File: config.mk
export PLATFORM = sky130hd
export DESIGN_NAME = adcc_top
export DESIGN_NICKNAME = d
export VERILOG_FILES = /design/src/adcc_pkg.sv /design/src/adcc_top.sv
export SDC_FILE = /design/constraint.sdc
export NUM_CORES = 1
export LEC_CHECK = 0
export BUFFER_PORTS_ARGS = -buffer_cell sky130_fd_sc_hd__buf_4
export CAP_MARGIN = 20
export CORE_MARGIN = 2
export CORE_UTILIZATION = 24
export CTS_CLUSTER_DIAMETER = 40
export DETAILED_ROUTE_END_ITERATION = 10
export PLACE_DENSITY = 0.48
export RECOVER_POWER = 25
export SLEW_MARGIN = 20
export SYNTH_ARGS = -nofsm -noshare
export SYNTH_HDL_FRONTEND = slang
export SYNTH_SLANG_ARGS = --single-unit
File: constraint.sdc
create_clock -name clk_i -period 13.1 [get_ports clk_i]
set_input_delay 1.965 -clock clk_i [delete_from_list [all_inputs] [get_ports clk_i]]
set_output_delay 1.965 -clock clk_i [all_outputs]
set_load 0.01 [all_outputs]
File: src/adcc_pkg.sv
// Register map, field positions, reset values and timing constants for the converter control
package adcc_pkg;
  // Register byte offsets, one 32-bit word each
  localparam logic [5:0] CTRL0_OFS   = 6'h00;
  localparam logic [5:0] CHAN_OFS    = 6'h04;
  localparam logic [5:0] REFCFG_OFS  = 6'h08;
  localparam logic [5:0] CLKDIV_OFS  = 6'h0C;
  localparam logic [5:0] RESHI_OFS   = 6'h10;
  localparam logic [5:0] RESLO_OFS   = 6'h14;
  localparam logic [5:0] PREV_OFS    = 6'h18;
  localparam logic [5:0] FLAG_OFS    = 6'h1C;
  localparam logic [5:0] IRQEN_OFS   = 6'h20;
  // converter_control_reg0 fields
  localparam int CTRL_ON_BIT     = 0;
  localparam int CTRL_GO_BIT     = 1;
  localparam int CTRL_CONT_BIT   = 2;
  localparam int CTRL_FMT_BIT    = 3;
  localparam int CTRL_CS_BIT     = 4;
  localparam int CTRL_DS_BIT     = 5;
  // reference_config_reg fields
  localparam int REF_POS_LSB     = 0;
  localparam int REF_NEG_BIT     = 4;
  // Flag and enable fields
  localparam int FLAG_DONE_BIT   = 0;
  localparam int FLAG_THR_BIT    = 1;
  localparam int EN_CONV_BIT     = 0;
  localparam int EN_THR_BIT      = 1;
  localparam int EN_PERIPH_BIT   = 2;
  localparam int EN_GLOBAL_BIT   = 3;
  // Positive reference encodings
  localparam logic [2:0] PREF_PIN   = 3'h0;
  localparam logic [2:0] PREF_VDD   = 3'h1;
  localparam logic [2:0] PREF_F1024 = 3'h2;
  localparam logic [2:0] PREF_F2048 = 3'h3;
  localparam logic [2:0] PREF_F4096 = 3'h4;
  // Reset values
  localparam logic [5:0] CTRL0_RST  = 6'h00;
  localparam logic [5:0] CHAN_RST   = 6'h00;
  localparam logic [5:0] CLKDIV_RST = 6'h00;
  localparam logic [15:0] RES_RST   = 16'h0000;
  // Divider and conversion timing, counted in half bit periods
  localparam logic [5:0] DIV_MAX_CODE    = 6'h3F;
  localparam logic [6:0] DIV_MAX_HALF    = 7'h40;
  localparam logic [4:0] PHASE_SAMPLE_END = 5'h02;
  localparam logic [5:0] PHASE_FIRST_BIT = 6'h04;
  localparam logic [5:0] PHASE_LAST_BIT  = 6'h16;
  localparam logic [5:0] PHASE_DONE      = 6'h17;
  localparam logic [9:0] SAR_MSB_INIT    = 10'h200;
  typedef enum logic [0:0] {ADCC_IDLE, ADCC_CONVERT} adcc_state_t;
endpackage

File: src/adcc_top.sv
// Converter control: registers, clock divider, SAR sequencing, results and wake logic
//
// Implementation choices: the address map and the Wishbone interface to the registers.
`timescale 1ns/1ps
`default_nettype none
module adcc_top (
  // Clock and reset
  input  wire logic        clk_i,
  input  wire logic        rst_i,
  // Wishbone slave
  input  wire logic        wb_cyc_i,
  input  wire logic        wb_stb_i,
  input  wire logic        wb_we_i,
  input  wire logic [5:0]  wb_adr_i,
  input  wire logic [3:0]  wb_sel_i,
  input  wire logic [31:0] wb_dat_i,
  output logic      [31:0] wb_dat_o,
  output logic             wb_ack_o,
  // Analog front end
  input  wire logic        cmp_i,
  input  wire logic        rc_tick_i,
  input  wire logic        thresh_hit_i,
  output logic      [5:0]  channel_o,
  output logic      [2:0]  pos_ref_o,
  output logic             neg_ref_o,
  output logic             sample_o,
  output logic      [9:0]  dac_code_o,
  output logic             busy_o,
  // Core power and interrupt side
  input  wire logic        sleep_i,
  output logic             wake_o,
  output logic             vector_o,
  output logic             inline_o
);
  function automatic logic [6:0] div_half(input logic [5:0] code);
    div_half = (code == adcc_pkg::DIV_MAX_CODE) ? adcc_pkg::DIV_MAX_HALF : {1'b0, code};
  endfunction

  function automatic logic [9:0] sar_step(input logic [9:0] sar, input logic [3:0] idx,
                                          input logic cmp);
    logic [9:0] r;
    r = sar;
    r[idx] = cmp;
    if (idx != 4'h0) begin
      r[idx - 4'h1] = 1'b1;
    end
    sar_step = r;
  endfunction

  adcc_pkg::adcc_state_t state_reg, state_next;
  logic [5:0]  ctrl_reg;
  logic [5:0]  chan_reg;
  logic [2:0]  pref_reg;
  logic        nref_reg;
  logic [5:0]  div_reg;
  logic [15:0] res_reg;
  logic [15:0] prev_reg;
  logic [1:0]  flag_reg;
  logic [3:0]  en_reg;
  logic [6:0]  dcnt_reg, dcnt_next;
  logic [4:0]  phase_reg;
  logic [9:0]  sar_reg;
  logic        second_reg;
  logic        ack_reg;
  logic [31:0] dat_reg;
  logic        sample_reg;
  logic        wake_reg;
  logic        vector_reg;
  logic        inline_reg;

  // Bus decode
  wire        bus_req  = wb_cyc_i && wb_stb_i && !ack_reg;
  wire        bus_wr   = bus_req && wb_we_i && wb_sel_i[0];
  wire        wr_ctrl  = bus_wr && (wb_adr_i == adcc_pkg::CTRL0_OFS);
  wire        wr_chan  = bus_wr && (wb_adr_i == adcc_pkg::CHAN_OFS);
  wire        wr_ref   = bus_wr && (wb_adr_i == adcc_pkg::REFCFG_OFS);
  wire        wr_div   = bus_wr && (wb_adr_i == adcc_pkg::CLKDIV_OFS);
  wire        wr_hi    = bus_wr && (wb_adr_i == adcc_pkg::RESHI_OFS);
  wire        wr_lo    = bus_wr && (wb_adr_i == adcc_pkg::RESLO_OFS);
  wire        wr_flag  = bus_wr && (wb_adr_i == adcc_pkg::FLAG_OFS);
  wire        wr_en    = bus_wr && (wb_adr_i == adcc_pkg::IRQEN_OFS);

  wire        adc_on   = ctrl_reg[adcc_pkg::CTRL_ON_BIT];
  wire        go_bit   = ctrl_reg[adcc_pkg::CTRL_GO_BIT];
  wire        cont_bit = ctrl_reg[adcc_pkg::CTRL_CONT_BIT];
  wire        fmt_bit  = ctrl_reg[adcc_pkg::CTRL_FMT_BIT];
  wire        rc_src   = ctrl_reg[adcc_pkg::CTRL_CS_BIT];
  wire        ds_bit   = ctrl_reg[adcc_pkg::CTRL_DS_BIT];

  // Result read view; format bit low means left justified
  wire [7:0]  rd_hi    = fmt_bit ? res_reg[15:8]
                                 : (res_reg[9:2] | {res_reg[15:14], 6'h00});
  wire [7:0]  rd_lo    = fmt_bit ? res_reg[7:0] : {res_reg[1:0], 6'h00};
  wire [31:0] rd_data  =
    (wb_adr_i == adcc_pkg::CTRL0_OFS)  ? {26'h0000000, ctrl_reg} :
    (wb_adr_i == adcc_pkg::CHAN_OFS)   ? {26'h0000000, chan_reg} :
    (wb_adr_i == adcc_pkg::REFCFG_OFS) ? {27'h0000000, nref_reg, 1'b0, pref_reg} :
    (wb_adr_i == adcc_pkg::CLKDIV_OFS) ? {26'h0000000, div_reg} :
    (wb_adr_i == adcc_pkg::RESHI_OFS)  ? {24'h000000, rd_hi} :
    (wb_adr_i == adcc_pkg::RESLO_OFS)  ? {24'h000000, rd_lo} :
    (wb_adr_i == adcc_pkg::PREV_OFS)   ? {16'h0000, prev_reg} :
    (wb_adr_i == adcc_pkg::FLAG_OFS)   ? {30'h00000000, flag_reg} :
    (wb_adr_i == adcc_pkg::IRQEN_OFS)  ? {28'h0000000, en_reg} : 32'h00000000;

  // Conversion clock: half bit period steps from divider, RC tick or system clock
  wire [6:0]  half_n   = div_half(div_reg);
  wire        fosc_sel = !rc_src && (div_reg == 6'h00);
  wire        div_half_tick = (dcnt_reg == half_n - 7'h01);
  wire        div_tad_tick  = (dcnt_reg == {half_n[5:0], 1'b0} - 7'h01);
  wire        sleep_hold = sleep_i && !rc_src;
  wire [1:0]  step =
    (!adc_on || sleep_hold) ? 2'h0 :
    rc_src                  ? {1'b0, rc_tick_i} :
    fosc_sel                ? 2'h2 :
                              {1'b0, div_half_tick || div_tad_tick};

  always_comb begin
    dcnt_next = dcnt_reg + 7'h01;
    // A new divider restarts the bit period, so no stale count carries over
    if (!adc_on || rc_src || fosc_sel || div_tad_tick || wr_div) begin
      dcnt_next = 7'h00;
    end
  end

  // Sequencing
  wire [5:0]  phase_sum  = {1'b0, phase_reg} + {4'h0, step};
  wire        bit_slot   = (step != 2'h0) && !phase_sum[0] &&
                           (phase_sum >= adcc_pkg::PHASE_FIRST_BIT) &&
                           (phase_sum <= adcc_pkg::PHASE_LAST_BIT);
  wire [5:0]  slot_off   = phase_sum - adcc_pkg::PHASE_FIRST_BIT;
  wire [3:0]  bit_idx    = 4'h9 - slot_off[4:1];
  wire        converting = (state_reg == adcc_pkg::ADCC_CONVERT);
  wire        start      = !converting && adc_on && go_bit && (step != 2'h0);
  wire        abort      = converting && !go_bit;
  wire        done_evt   = converting && go_bit && (step != 2'h0) &&
                           (phase_sum >= adcc_pkg::PHASE_DONE);
  wire        restart    = done_evt && ((ds_bit && !second_reg) || cont_bit);
  wire        go_hw_clr  = done_evt && !restart;

  always_comb begin
    state_next = state_reg;
    case (state_reg)
      adcc_pkg::ADCC_IDLE: begin
        if (start) begin
          state_next = adcc_pkg::ADCC_CONVERT;
        end
      end
      adcc_pkg::ADCC_CONVERT: begin
        if (abort || go_hw_clr) begin
          state_next = adcc_pkg::ADCC_IDLE;
        end
      end
      default: begin
        state_next = adcc_pkg::ADCC_IDLE;
      end
    endcase
  end

  // Interrupt and wake requests from sticky flags
  wire        pend   = (flag_reg[adcc_pkg::FLAG_DONE_BIT] && en_reg[adcc_pkg::EN_CONV_BIT]) ||
                       (flag_reg[adcc_pkg::FLAG_THR_BIT] && en_reg[adcc_pkg::EN_THR_BIT]);
  wire        vec_en = en_reg[adcc_pkg::EN_PERIPH_BIT] && en_reg[adcc_pkg::EN_GLOBAL_BIT];

  always_ff @(posedge clk_i) begin
    if (rst_i) begin
      state_reg  <= adcc_pkg::ADCC_IDLE;
      phase_reg  <= 5'h00;
      sar_reg    <= 10'h000;
      second_reg <= 1'b0;
      dcnt_reg   <= 7'h00;
    end else begin
      state_reg <= state_next;
      dcnt_reg  <= dcnt_next;
      if (start || restart) begin
        phase_reg  <= 5'h00;
        sar_reg    <= adcc_pkg::SAR_MSB_INIT;
        second_reg <= restart && ds_bit && !second_reg;
      end else if (converting && (step != 2'h0)) begin
        phase_reg <= phase_sum[4:0];
        if (bit_slot) begin
          sar_reg <= sar_step(sar_reg, bit_idx, cmp_i);
        end
      end
      if (abort) begin
        second_reg <= 1'b0;
      end
    end
  end

  always_ff @(posedge clk_i) begin
    if (rst_i) begin
      ctrl_reg <= adcc_pkg::CTRL0_RST;
      chan_reg <= adcc_pkg::CHAN_RST;
      pref_reg <= adcc_pkg::PREF_PIN;
      nref_reg <= 1'b0;
      div_reg  <= adcc_pkg::CLKDIV_RST;
      en_reg   <= 4'h0;
    end else begin
      if (wr_ctrl) begin
        ctrl_reg <= wb_dat_i[5:0];
      end else if (go_hw_clr) begin
        ctrl_reg[adcc_pkg::CTRL_GO_BIT] <= 1'b0;
      end
      if (wr_chan) begin
        chan_reg <= wb_dat_i[5:0];
      end
      if (wr_ref) begin
        pref_reg <= (wb_dat_i[2:0] > adcc_pkg::PREF_F4096) ? adcc_pkg::PREF_PIN
                                                           : wb_dat_i[2:0];
        nref_reg <= wb_dat_i[adcc_pkg::REF_NEG_BIT];
      end
      if (wr_div) begin
        div_reg <= wb_dat_i[5:0];
      end
      if (wr_en) begin
        en_reg <= wb_dat_i[3:0];
      end
    end
  end

  // Hardware set wins over a software clear in the same cycle
  always_ff @(posedge clk_i) begin
    if (rst_i) begin
      res_reg  <= adcc_pkg::RES_RST;
      prev_reg <= adcc_pkg::RES_RST;
      flag_reg <= 2'h0;
    end else begin
      if (done_evt) begin
        res_reg  <= {6'h00, sar_reg};
        prev_reg <= res_reg;
      end else begin
        if (wr_hi) begin
          res_reg[15:8] <= wb_dat_i[7:0];
        end
        if (wr_lo) begin
          res_reg[7:0] <= wb_dat_i[7:0];
        end
      end
      if (wr_flag) begin
        flag_reg <= wb_dat_i[1:0];
      end
      if (done_evt) begin
        flag_reg[adcc_pkg::FLAG_DONE_BIT] <= 1'b1;
      end
      if (thresh_hit_i) begin
        flag_reg[adcc_pkg::FLAG_THR_BIT] <= 1'b1;
      end
    end
  end

  always_ff @(posedge clk_i) begin
    if (rst_i) begin
      ack_reg    <= 1'b0;
      dat_reg    <= 32'h00000000;
      sample_reg <= 1'b0;
      wake_reg   <= 1'b0;
      vector_reg <= 1'b0;
      inline_reg <= 1'b0;
    end else begin
      ack_reg    <= bus_req;
      dat_reg    <= bus_req ? rd_data : 32'h00000000;
      sample_reg <= (state_next == adcc_pkg::ADCC_CONVERT) &&
                    ((start || restart) ? 1'b1 : (phase_sum[4:0] < adcc_pkg::PHASE_SAMPLE_END));
      wake_reg   <= sleep_i && pend;
      vector_reg <= pend && vec_en;
      inline_reg <= pend && !en_reg[adcc_pkg::EN_GLOBAL_BIT];
    end
  end

  assign wb_ack_o   = ack_reg;
  assign wb_dat_o   = dat_reg;
  assign channel_o  = chan_reg;
  assign pos_ref_o  = pref_reg;
  assign neg_ref_o  = nref_reg;
  assign sample_o   = sample_reg;
  assign dac_code_o = sar_reg;
  assign busy_o     = (state_reg == adcc_pkg::ADCC_CONVERT);
  assign wake_o     = wake_reg;
  assign vector_o   = vector_reg;
  assign inline_o   = inline_reg;

  // Checks
  logic [7:0] tad_gap_reg;
  always_ff @(posedge clk_i) begin
    if (rst_i || div_tad_tick || wr_div || !adc_on || rc_src || fosc_sel) begin
      tad_gap_reg <= 8'h01;
    end else if (tad_gap_reg != 8'hFF) begin
      tad_gap_reg <= tad_gap_reg + 8'h01;
    end
  end

  chk_flag_on_done: assert property (@(posedge clk_i) disable iff (rst_i)
    done_evt |=> flag_reg[adcc_pkg::FLAG_DONE_BIT])
    else $error("done flag not set after completion");
  chk_flag_sticky: assert property (@(posedge clk_i) disable iff (rst_i)
    flag_reg[adcc_pkg::FLAG_DONE_BIT] && !wr_flag |=> flag_reg[adcc_pkg::FLAG_DONE_BIT])
    else $error("done flag dropped without software write");
  chk_go_clear: assert property (@(posedge clk_i) disable iff (rst_i)
    done_evt && !cont_bit && !(ds_bit && !second_reg) && !wr_ctrl |=> !go_bit && !busy_o)
    else $error("go bit not cleared at completion");
  chk_cont_keeps: assert property (@(posedge clk_i) disable iff (rst_i)
    done_evt && cont_bit && !wr_ctrl |=> go_bit && busy_o && (dac_code_o == 10'h200))
    else $error("continuous mode did not restart");
  chk_result_prev: assert property (@(posedge clk_i) disable iff (rst_i)
    done_evt |=> (res_reg == {6'h00, $past(sar_reg)}) && (prev_reg == $past(res_reg)))
    else $error("result pair or previous result wrong");
  chk_left_view: assert property (@(posedge clk_i) disable iff (rst_i)
    !fmt_bit |-> (rd_lo[5:0] == 6'h00) && (rd_hi[5:0] == res_reg[7:2]))
    else $error("left justified view not shifted by six");
  chk_tad_period: assert property (@(posedge clk_i) disable iff (rst_i)
    div_tad_tick && !fosc_sel && !rc_src && adc_on && !$past(wr_div) && (tad_gap_reg != 8'hFF)
    && $past(adc_on) |-> tad_gap_reg == {half_n, 1'b0})
    else $error("bit period not 2n system clocks");
  chk_sleep_hold: assert property (@(posedge clk_i) disable iff (rst_i)
    sleep_i && !rc_src && busy_o && go_bit && !wr_ctrl |=> $stable(phase_reg) && $stable(sar_reg))
    else $error("conversion progressed in sleep without RC clock");
  chk_fosc_length: assert property (@(posedge clk_i) disable iff (rst_i)
    start && fosc_sel && !sleep_i |=> (busy_o && go_bit && !wr_ctrl && !sleep_i)[*8]
    ##1 (busy_o && go_bit && !wr_ctrl && !sleep_i)[*3] ##1 done_evt)
    else $error("system clock conversion length wrong");
  chk_vector: assert property (@(posedge clk_i) disable iff (rst_i)
    pend && vec_en |=> vector_o && !inline_o)
    else $error("vector request missing");
  chk_wb_ack: assert property (@(posedge clk_i) disable iff (rst_i)
    bus_req |=> wb_ack_o ##1 !wb_ack_o)
    else $error("bus ack not one cycle after request");

  cov_done: cover property (@(posedge clk_i) disable iff (rst_i) done_evt);
  cov_double: cover property (@(posedge clk_i) disable iff (rst_i) done_evt && ds_bit && second_reg);
  cov_cont: cover property (@(posedge clk_i) disable iff (rst_i) restart && cont_bit);
  cov_abort: cover property (@(posedge clk_i) disable iff (rst_i) abort);
  cov_wake: cover property (@(posedge clk_i) disable iff (rst_i) wake_o);
endmodule
`default_nettype wire

==> flow_summary.toml <==
[detailed_routing]
first_pass_iters = 4
drc = 0
drt_iter0_drc = 395
dr.max_layer_used = "met4"
wl_met1_mm = 8.55
met3WireLength_um = 706
vias = 4950
wl_per_cell_um = 16.9
ant_nets = 0
finalWirelength_mm = 17.3
wl_met2_mm = 7.70
avgViaCountPerCell = 4.85

[floorplan]
die_width_um = 158
core_area_mm2 = 0.0234
fp.dieH_um = 158
io_pins = 109
start_util_pct = 24.4
rows = 56
fp.dieArea_mm2 = 0.0251

[worst_setup_path]
start_kind = "flip-flop"
cp.required_ns = 13.36
cp_max_fo = 18
path_class = "reg2reg"
cp-end-kind = "flip-flop"
worstPathArrival_ns = 6.67

[synthesis]
synth_top_family_by_area = "simple AND/OR/NAND/NOR gates"
synth.area.top_cells = "dfxtp_1 (37%), mux2i_1 (7.0%), a21oi_1 (4.9%)"
yosysWarnings = 0
yosysTopAreaCellShare_pct = 36.8
synth-compound-area-share_pct = 20.3
synth_fa_ha_area_share_pct = 1.23
synth_edf_count = 0
ys_types = 81
synthSimpleGateAreaFrac_pct = 22.3
netlist_area_mm2 = 0.00571
synth-xor-area-share_pct = 3.59
avgSynthCellArea_um2 = 8.54
synthMuxAreaShare_pct = 7.99
ys_seq_area_share_pct = 36.8
ys_ff_latch = 105
synthFlopType = "dfxtp_1"
synthArstFlopShare_pct = 0
syn_inst = 669
yosysTopAreaCell = "dfxtp_1"

[sta]
setup_violations = 0
finClkSkew_ns = 0.0127
max_freq_mhz = 156
rsz0062_at_grt = "false"
worst_pin_slew_ns = 2.03
drv_slew = 73
worst_slack_ns = 6.69
hold_violations = 0
min_period_ns = 6.41
tns_ns = 0
fin_crit_sh_pct = 49.0
relSlewSlack_pct = -35.5

[finish]
nets = 752
diodes = 0
layout-drive-gt1-share_pct = 12.1
multiInputGateArea_mm2 = 0.00323
final_util_pct = 27.8
regArea_mm2 = 0.00210
nFillCells = 2608
syn_to_final_growth_pct = 13.7
instances_no_fill = 1020

[min_path]
min_path_type = "reg2reg"

[global_routing]
grt_max_degree = 44
grt_usage_pct = 14.0
antenna_found_initial = 0
grt_pass1_wl_mm = 26.8
overflow = 0
grt_pass1_vias = 4543

[clock_network]
cts_resized = 0
cts_hold_buffers = 0
clock-sinks = 105
cts_buffers = 9
htreeDepth = 3
clockBufferDepth = 2
postCtsSetupBuffers = 0
cts_tree = "yes"
clk_pin_slew_ns = 0.08
insertion_delay_ns = 0.36
cts_root_buf = "clkbuf_16"

[pwr]
power.switching_mw = 0.166
clock_power_share_pct = 45.4
p_comb_share_pct = 4.0
p_leak_nw = 2.16
swShare_pct = 26.3
internal-power_mw = 0.465
seq_power_share_pct = 50.6
total_power_mw = 0.631
p_per_area_mw_per_mm2 = 97.2
vdd_drop_max_mv = 0.0584

[run]
cap_violations = 2

[placed_design]
dp_hpwl_mm = 12.2
gp_congestion = 0.832
place_ws_ns = 6.71
port_buffers = 65
dp_cells = 1004

[status]
violations = "max-capacitance violations, max-slew violations"
status = "complete, but fails checks"
cells in the final DEF (no fill, tap or decap), drive strengths merged, types with 8 or more instances in the layout:
cell    netlist  routed
a211oi        8       8
a21oi        56      56
a311oi        9       9
and3         16      16
buf          34      33
clkbuf       34      45
conb          1      16
dfxtp       105     105
inv          18      20
mux2i        40      40
nand2        37      37
nand3        32      32
nor2         63      63
nor3         35      35
o21ai        41      41
xnor2        14      14
synth_stat cells (6+ instances only):
cell,number
nor3_1,33
a21oi_1,56
a31oi_1,7
nand3_1,32
mux2i_1,40
and3_1,16
o31ai_1,6
inv_1,17
buf_2,7
nand2_1,36
o21ai_0,39
xnor2_1,14
clkbuf_1,34
a311oi_2,7
dfxtp_1,105
nor2_1,62
nor3b_1,6
buf_4,19
per-layer routing:
layer / track usage, % / vias to the layer above
li1: - / 2454
met1: 20.2 / 2373
met2: 20.6 / 103
met3: 3.05 / 20
met4: 4.42 / 0
met5: 0 / -
critical path, cell delays in order (launching register included):
cell and delay (ns):
dfxtp_1 0.71, nand4_2 0.30, o21ai_1 0.29, ha_1 0.43, or3b_1 0.43, o211ai_1 0.13, a211oi_2 0.13, nor4_4 0.41
a21oi_1 0.08, o41ai_1 0.23, and2_1 0.18, ha_1 0.19, inv_1 0.06, fa_1 0.61, inv_1 0.24, nand3_1 0.11
a41o_1 0.30, nand2_1 0.12, and4_1 0.67, nand2_2 0.39, a311oi_1 0.29
worst paths after layout:
check / start / endpoint / slack, ns / cells after the start
min reg2reg: prev_reg[11] / prev_reg[11] / 0.48 / 2
max: div_reg[2] / res_reg[7] / 6.69 / 20
max reg2reg: div_reg[2] / res_reg[7] / 6.69 / 20
min: prev_reg[11] / prev_reg[11] / 0.48 / 2
power groups by stage:
stage          combinational [mW]  clock [mW]  sequential, mW
6_report                   0.0254       0.286           0.320
5_1_grt                    0.0277       0.307           0.320
4_1_cts                    0.0258       0.295           0.320
3_5_place_dp               0.0257           0           0.327
3_3_place_gp               0.0259           0           0.327
2_1_floorplan              0.0170           0           0.327
cells by family after synthesis:
group           count (synthesis)
flops                         105
buf+inv                        86
simple gates                  241
other cells                     1
compound gates                167
mux                            44
fa+ha+maj                       5
xor+xnor                       20
stage by stage:
step / hold slack, ns / area, um2
finish: 0.478 / 6500
global route: 0.497 / 6500
CTS: 0.479 / 6630
detailed placement: 0.465 / 6310
global placement: 0.459 / 6310
floorplan: 0.440 / 5770
layout make-up:
| cell class | instances | share of cell area [%] |
|---|---|---|
| sequential | 105 | 32.4 |
| timing repair buffer | 69 | 5.89 |
| clock inverter | 7 | 1.44 |
| inverter | 18 | 1.04 |
| clock buffer | 9 | 3.47 |
| multi-input combinational | 493 | 49.7 |
| tap | 319 | 6.14 |
No activity file was read; power rests on OpenSTA's default activity.
